--- config.mk ---
export PLATFORM = sky130hd
export DESIGN_NAME = mgmt_interrupt_idle_timers
export DESIGN_NICKNAME = d
export VERILOG_FILES = /design/src/logic/mgmt_timer_pkg.sv /design/src/logic/mgmt_interrupt_idle_timers.sv /design/src/logic/tick_divider.sv
export SDC_FILE = /design/constraint.sdc
export NUM_CORES = 1
export LEC_CHECK = 0
export BUFFER_PORTS_ARGS = -buffer_cell sky130_fd_sc_hd__buf_2
export CORE_MARGIN = 2
export CORE_UTILIZATION = 57
export DETAILED_ROUTE_END_ITERATION = 8
export PLACE_DENSITY_LB_ADDON = 0.1
export SYNTH_ARGS = -nofsm -noshare
export SYNTH_HDL_FRONTEND = slang
export SYNTH_SLANG_ARGS = --single-unit
export TNS_END_PERCENT = 20
--- constraint.sdc ---
create_clock -name mclk -period 5.8 [get_ports mclk]
set_clock_uncertainty 0.1 [all_clocks]
set_input_delay 0.58 -clock mclk [delete_from_list [all_inputs] [get_ports mclk]]
set_output_delay 0.58 -clock mclk [all_outputs]
set_load 0.02 [all_outputs]
--- src/logic/mgmt_timer_pkg.sv ---
package mgmt_timer_pkg;

  // clock and time base
  localparam int unsigned CLK_PERIOD_NS  = 10;
  localparam int unsigned MS_NS          = 1000000;
  localparam int unsigned MS_CYCLES      = MS_NS / CLK_PERIOD_NS;
  localparam int unsigned SLOW_TICK_S    = 8;
  localparam int unsigned SLOW_TICK_MS   = SLOW_TICK_S * 1000;
  localparam int unsigned EXT_MIN_US     = 32;

  localparam int unsigned COUNT_W        = 8;
  localparam int unsigned IRQ_W          = 16;
  // irq 1, 3..12, 14, 15 take part in reloads
  localparam logic [15:0] IRQ_EVENT_MASK = 16'hdffa;

  localparam logic [7:0]  COUNT_RST      = 8'h00;
  localparam logic [3:0]  STATUS_RST     = 4'h0;
  localparam logic        OUT_N_RST      = 1'h1;

  typedef struct packed {
    logic output_gate;
    logic countdown_freeze;
    logic idle_timer_int_enable;
    logic sw_ext_group_enable;
    logic ext_pin_request_enable;
  } ctrl_t;

  typedef struct packed {
    logic activity_event_global_enable;
    logic irq_line_reload_enable;
    logic cpu_intr_reload_enable;
    logic ring_indicate_reload_enable;
    logic nonmaskable_reload_enable;
    logic suspend_pins_reload_enable;
    logic mgmt_int_reload_enable;
    logic ext_request_reload_enable;
  } reload_en_t;

  typedef struct packed {
    logic idle_timer_status;
    logic sw_ext_group_status;
    logic ext_source_status;
    logic sw_source_status;
  } status_t;

  typedef enum logic [0:0] {
    DLY_IDLE  = 1'b0,
    DLY_COUNT = 1'b1
  } dly_state_t;

endpackage : mgmt_timer_pkg

--- src/logic/mgmt_interrupt_idle_timers.sv ---
// What this block does
// - gate set: any request asserts interrupt output
// - gate clear negates; re-gate re-asserts pending
// - gate clear wins over simultaneous set
// - trap interrupt precedes ready by three clocks
// - enable write starts idle countdown from count
// - idle timer decrements per eight-second tick
// - idle expiry raises request, sets status
// - idle reloads on enable, expiry, events
// - global event enable off blocks event reloads
// - per-class enables select reloading event classes
// - system activity pin always reloads timers
// - freeze holds idle countdown
// - software standby flag, no hardware effect
// - group enable gates pin and software sources
// - both sources share one delay timer
// - enabled external pin starts delay countdown
// - software request bit starts delay countdown
// - delay count in one-millisecond units
// - delay timer reloads on same events
// - delay expiry raises interrupt, sets group status
// - fire sets per-source flags, both if both
`timescale 1ns/100ps
module mgmt_interrupt_idle_timers #(
  parameter int unsigned MS_CYCLES    = mgmt_timer_pkg::MS_CYCLES,
  parameter int unsigned SLOW_TICK_MS = mgmt_timer_pkg::SLOW_TICK_MS
) (
  input  wire logic                       mclk,
  input  wire logic                       rst_n,
  input  wire mgmt_timer_pkg::ctrl_t      ctrl,
  input  wire logic                       software_request_bit,
  input  wire logic                       standby_flag_we,
  input  wire logic                       standby_flag_wdata,
  input  wire logic [7:0]                 idle_init_count,
  input  wire logic [7:0]                 delay_init_count,
  input  wire mgmt_timer_pkg::reload_en_t reload_en,
  input  wire logic [15:0]                irq_lines,
  input  wire logic                       cpu_intr,
  input  wire logic                       nmi,
  input  wire logic                       serial_ring_indicate_pin_n,
  input  wire logic                       battery_low_pin_n,
  input  wire logic                       suspend_resume_button_pin_n,
  input  wire logic                       system_activity_pin_n,
  input  wire logic                       external_request_pin_n,
  input  wire logic                       hw_mgmt_request,
  input  wire logic                       local_trap_request,
  input  wire mgmt_timer_pkg::status_t    status_clear,
  output logic                            mgmt_int_out_n,
  output mgmt_timer_pkg::status_t         status,
  output logic                            standby_state_flag,
  output logic [7:0]                      idle_count,
  output logic [7:0]                      delay_count
);

  logic                       tick_ms;
  logic                       tick_slow;
  logic                       event_hit;
  logic                       reload_evt;
  logic                       idle_en_d_reg;
  logic                       idle_run_reg;
  logic                       idle_start;
  logic                       idle_step;
  logic                       idle_expire;
  logic                       ext_req;
  logic                       sw_req;
  logic                       pend_ext_reg;
  logic                       pend_sw_reg;
  logic                       dly_fire;
  logic                       req_pending;
  logic [3:0]                 status_reg;
  logic [3:0]                 status_set;
  mgmt_timer_pkg::dly_state_t dly_state_reg;

  tick_divider #(
    .MS_CYCLES    (MS_CYCLES),
    .SLOW_TICK_MS (SLOW_TICK_MS)
  ) u_ticks (
    .mclk      (mclk),
    .rst_n     (rst_n),
    .tick_ms   (tick_ms),
    .tick_slow (tick_slow)
  );

  // activity events that restart both timers
  always_comb begin
    event_hit = (reload_en.irq_line_reload_enable
                  & (|(irq_lines & mgmt_timer_pkg::IRQ_EVENT_MASK)))
              | (reload_en.cpu_intr_reload_enable & cpu_intr)
              | (reload_en.ring_indicate_reload_enable & ~serial_ring_indicate_pin_n)
              | (reload_en.nonmaskable_reload_enable & nmi)
              | (reload_en.suspend_pins_reload_enable
                  & (~battery_low_pin_n | ~suspend_resume_button_pin_n))
              | (reload_en.mgmt_int_reload_enable & ~mgmt_int_out_n)
              | (reload_en.ext_request_reload_enable & ~external_request_pin_n);
    reload_evt = (reload_en.activity_event_global_enable & event_hit)
               | ~system_activity_pin_n;
  end

  // idle timer
  assign idle_start  = ctrl.idle_timer_int_enable & ~idle_en_d_reg;
  assign idle_step   = idle_run_reg & ctrl.idle_timer_int_enable & tick_slow
                     & ~ctrl.countdown_freeze;
  // a zero load expires on the first tick instead of wrapping
  assign idle_expire = idle_step & ~idle_start & ~reload_evt
                     & (idle_count <= 8'h01);

  always_ff @(posedge mclk) begin
    if (!rst_n) begin
      idle_en_d_reg <= 1'b0;
    end else begin
      idle_en_d_reg <= ctrl.idle_timer_int_enable;
    end
  end

  always_ff @(posedge mclk) begin
    if (!rst_n) begin
      idle_count   <= mgmt_timer_pkg::COUNT_RST;
      idle_run_reg <= 1'b0;
    end else if (!ctrl.idle_timer_int_enable) begin
      idle_run_reg <= 1'b0;
    end else if (idle_start || reload_evt || idle_expire) begin
      idle_count   <= idle_init_count;
      idle_run_reg <= 1'b1;
    end else if (idle_step) begin
      idle_count   <= idle_count - 8'h01;
    end
  end

  // shared delay timer for pin and software requests
  assign ext_req  = ctrl.sw_ext_group_enable & ctrl.ext_pin_request_enable
                  & ~external_request_pin_n;
  assign sw_req   = ctrl.sw_ext_group_enable & software_request_bit;
  assign dly_fire = (dly_state_reg == mgmt_timer_pkg::DLY_COUNT)
                  & ctrl.sw_ext_group_enable & ~reload_evt & tick_ms
                  & (delay_count <= 8'h01);

  always_ff @(posedge mclk) begin
    if (!rst_n) begin
      dly_state_reg <= mgmt_timer_pkg::DLY_IDLE;
      delay_count   <= mgmt_timer_pkg::COUNT_RST;
    end else begin
      unique case (dly_state_reg)
        mgmt_timer_pkg::DLY_IDLE: begin
          if (ext_req || sw_req) begin
            dly_state_reg <= mgmt_timer_pkg::DLY_COUNT;
            delay_count   <= delay_init_count;
          end
        end
        mgmt_timer_pkg::DLY_COUNT: begin
          if (!ctrl.sw_ext_group_enable) begin
            dly_state_reg <= mgmt_timer_pkg::DLY_IDLE;
          end else if (reload_evt) begin
            delay_count   <= delay_init_count;
          end else if (dly_fire) begin
            dly_state_reg <= mgmt_timer_pkg::DLY_IDLE;
            delay_count   <= 8'h00;
          end else if (tick_ms) begin
            delay_count   <= delay_count - 8'h01;
          end
        end
      endcase
    end
  end

  // remember which sources asked while the timer ran
  always_ff @(posedge mclk) begin
    if (!rst_n) begin
      pend_ext_reg <= 1'b0;
      pend_sw_reg  <= 1'b0;
    end else if (dly_fire || !ctrl.sw_ext_group_enable) begin
      pend_ext_reg <= 1'b0;
      pend_sw_reg  <= 1'b0;
    end else begin
      pend_ext_reg <= pend_ext_reg | ext_req;
      pend_sw_reg  <= pend_sw_reg | sw_req;
    end
  end

  // sticky status; a set in the clear cycle survives
  assign status_set = {idle_expire,
                       dly_fire,
                       dly_fire & (pend_ext_reg | ext_req),
                       dly_fire & (pend_sw_reg | sw_req)};

  for (genvar i = 0; i < 4; i++) begin : g_status
    always_ff @(posedge mclk) begin
      if (!rst_n) begin
        status_reg[i] <= mgmt_timer_pkg::STATUS_RST[i];
      end else if (status_set[i]) begin
        status_reg[i] <= 1'b1;
      end else if (status_clear[i]) begin
        status_reg[i] <= 1'b0;
      end
    end
  end

  assign status = mgmt_timer_pkg::status_t'(status_reg);

  // trap path is one register stage, far inside the three-clock margin
  assign req_pending = (status.idle_timer_status & ctrl.idle_timer_int_enable)
                     | (status.sw_ext_group_status & ctrl.sw_ext_group_enable)
                     | hw_mgmt_request | local_trap_request;

  always_ff @(posedge mclk) begin
    if (!rst_n) begin
      mgmt_int_out_n <= mgmt_timer_pkg::OUT_N_RST;
    end else begin
      mgmt_int_out_n <= ~(ctrl.output_gate & req_pending);
    end
  end

  always_ff @(posedge mclk) begin
    if (!rst_n) begin
      standby_state_flag <= 1'b0;
    end else if (standby_flag_we) begin
      standby_state_flag <= standby_flag_wdata;
    end
  end
endmodule : mgmt_interrupt_idle_timers

--- src/logic/tick_divider.sv ---
`timescale 1ns/100ps
module tick_divider #(
  parameter int unsigned MS_CYCLES    = mgmt_timer_pkg::MS_CYCLES,
  parameter int unsigned SLOW_TICK_MS = mgmt_timer_pkg::SLOW_TICK_MS
) (
  input  wire logic mclk,
  input  wire logic rst_n,
  output logic      tick_ms,
  output logic      tick_slow
);

  logic [31:0] cyc_reg;
  logic [31:0] ms_reg;

  // free running: a timer started mid-period sees its first tick early by up to one period
  always_ff @(posedge mclk) begin
    if (!rst_n) begin
      cyc_reg <= 32'h0;
      tick_ms <= 1'b0;
    end else if (cyc_reg == 32'(MS_CYCLES - 1)) begin
      cyc_reg <= 32'h0;
      tick_ms <= 1'b1;
    end else begin
      cyc_reg <= cyc_reg + 32'h1;
      tick_ms <= 1'b0;
    end
  end

  always_ff @(posedge mclk) begin
    if (!rst_n) begin
      ms_reg    <= 32'h0;
      tick_slow <= 1'b0;
    end else if (tick_ms && ms_reg == 32'(SLOW_TICK_MS - 1)) begin
      ms_reg    <= 32'h0;
      tick_slow <= 1'b1;
    end else begin
      if (tick_ms) begin
        ms_reg <= ms_reg + 32'h1;
      end
      tick_slow <= 1'b0;
    end
  end

endmodule : tick_divider

==> results.md <==
* Layout Cell Area excl Fill at roughly 5200 sq um
* CTS tree: done
* CP Capture Point: u_ticks.cyc_reg[24]
* Post-Layout Cell Count at 729
* Initial Util at 58.8%
* Post-synth EDFFs at 0
* Drt initial violations at ~230
* Final Cycle Share at 48.5%
* Critical path cell sequence: ha_1 > nor4b_1 > nand4_1 > nor4_1 > nand2b_1 > nor2_1
* Pwr per Cell Area at between 200 and 250 nW/um^2
* H-tree depth at 3
* FF-to-FF setup slack at approximately 3.0 ns
* Initial antenna violation count at 0
* Vias in the first global route at ~3,800
* CP Data Required Time at about 5.9 ns
* Post-CTS setup buffers at 0
* Drt wl/cell at around 14 um
* CP Capture Type: flop
* Synth Cell Area at approximately 4500 sq um
* Hold Violations, Final at 0
* Post-synth top cells: dfxtp_1 (93), nor2_1 (90), nand2_1 (47)
* Post-synth cell types at 54
* Fillers at around 680
* Synthesized netlist cell count at between 500 and 600
* Worst skew pair latency at roughly 0.36 ns
* CTS sink count at between 90 and 100
* Critical Path Source: u_ticks.cyc_reg[0]
* Core Rows at 32
* Placed Instances at between 700 and 800
* Worst path max stage delay at 0.93 ns
* Top cells by area, synth: dfxtp_1 (41%), nor2_1 (7.4%), xor2_1 (6.0%)
* Lkg Pwr at 2.00 nW
* Via density at about 5.6
* Cell with the most instances after synthesis: dfxtp_1
* Final Slew Violations at 0
* GRT Util Overall at a little under a quarter
* Placed inst area at 5000 sq um
* Global route overflow at 0
* CORE AREA at a little under 8000 sq um
* Routed WL at approximately 10,000 um
* Syn_area_per_cell at slightly above 8 sq um
* Slew margin rel. at 23.6%
* Port bufs at slightly above 80
* Synthesized flop and latch total at between 90 and 100
* Die height at between 90 and 100 um
* Setup TNS at 0 ns
* FF-to-FF End: u_ticks.cyc_reg[24]
* Longest Clk Path Bufs at 2
* Largest net degree at the start of global routing at 33
* Synth warn at 0
* Share of layout cells above drive strength 1 at around 18%
* Reg clk slew, reported paths at 0.09 ns
* Vias at 4,113
* Family with the most delay on the worst path: simple AND/OR/NAND/NOR gates
* Die ar. at just under 9000 sq um
* First-pass GRT wire length at approximately 17,000 um
* Register area share after synthesis at between 40% and 50%
* WP buf/inv at 0
* CTS Buf Count at 9
* R2r startpoint: u_ticks.cyc_reg[0]
* Synth top area share at a little over 40%
* Global placement routability congestion at around 0.90
* # DRC at 0
* Area Overhead vs Synth at 14.8%
* Final setup violation count at 0
* Worst path slowest cell: nand2b_1
* Synth Flop Type: dfxtp_1
* Post-DP HPWL at approximately 7000 um
* Syn Nets at between 600 and 700
* Post-cts repair resize count at 0
* Critical path depth in cells at 6
* Nets at between 600 and 700
* Share of flip-flops with an asynchronous set or reset at 0%
* Hold Worst Slack at 0.308 ns
* Worst R2R Path Depth at 6
* DR pass1 iterations at 5
* Slew @ Worst Pin at 1.15 ns
* Post-route ant nets at 0
* Largest area contributor in the netlist: dfxtp_1
* Crit Path Max Fanout at 32
* Hold WC Path Type: in2reg
* Max VDD drop at around 140 uV
* Cts hold-fix bufs at 0
* WS Path Type: reg2reg
* Maxcap violations at 0
* Design Power at ~1.3 mW
* RSZ-0062 raised after global routing: no
* Die width at approximately 93 um
* Worst Setup Start Kind: flop
* Crit path DAT at a little under 3 ns
* Io pins at 85
* Post-layout min period at 2.82 ns
* Clock root buffer: clkbuf_8
* Status: completed
* FMAX at about 360 MHz
* # diodes at 0
metal layers:
metal  global-route usage [%]  routed length (um)  vias up  part of all wire, %
met5                        0                   0        -                    0
met1                     30.7                4560     1906                   46
met2                     39.9                4620      128                   46
li1                         -                   -     2063                    -
met4                     9.93                 175        0                  1.7
met3                     4.11                 651       16                  6.5
through the flow:
step                      util [%]  setup slack (ns)
after global placement        64.8              2.88
after floorplan                  -              3.37
after detailed placement      64.8              2.82
after CTS                     67.5              2.91
after global routing          67.5              2.67
final                         67.5              2.98
layout make-up:
class	instances	area (sq um)	share of cell area [%]
multi-input combinational	410	2510	48.1
inverter	27	101	1.94
clock buffer	11	151	2.90
tap	102	128	2.45
timing repair buffer	81	405	7.77
clock inverter	5	58.8	1.13
sequential	93	1860	35.7
worst min-delay path by stage:
| stage | start | end | slack (ns) | cells past startpoint |
|---|---|---|---|---|
| 3_3_place_gp | idle_run_reg | idle_run_reg | 0.35 | 1 |
| 5_1_grt | ctrl[4] | mgmt_int_out_n | 0.31 | 2 |
| 2_1_floorplan | idle_run_reg | idle_run_reg | 0.34 | 1 |
| 6_report | ctrl[4] | mgmt_int_out_n | 0.31 | 2 |
| 3_5_place_dp | idle_run_reg | idle_run_reg | 0.36 | 1 |
| 4_1_cts | ctrl[4] | mgmt_int_out_n | 0.30 | 2 |
cell usage in the layout, fill, tap and decap left out, types with 4 or more instances in the layout:
master	instances
nand2_1	47
nor4_1	16
xor2_1	31
nor2b_1	5
or3_1	9
o22ai_1	7
buf_2	81
mux2i_1	15
inv_1	27
clkbuf_8	11
dfxtp_1	93
a21oi_1	18
nand4_1	20
nor3_1	10
and3_1	9
nand3_1	28
nor2_1	90
xnor2_1	23
o21ai_0	16
ha_1	6
o211ai_1	4
kinds of logic after synthesis:
group	after synthesis	share of synthesized area [%]
AO/OA/AOI/OAI	72	10.4
XOR/XNOR	54	10.4
adder cells (fa/ha/maj)	6	1.65
buffers and inverters	44	3.80
flip-flops	93	41.0
multiplexers	15	3.30
AND/OR/NAND/NOR	263	29.4
power by group:
| group | total, mW | internal (mW) | switching, mW |
|---|---|---|---|
| logic | 0.141 | 0.0600 | 0.0809 |
| registers | 0.668 | 0.651 | 0.0168 |
| clock network | 0.452 | 0.223 | 0.229 |
Power figures use the tool's default switching activity.
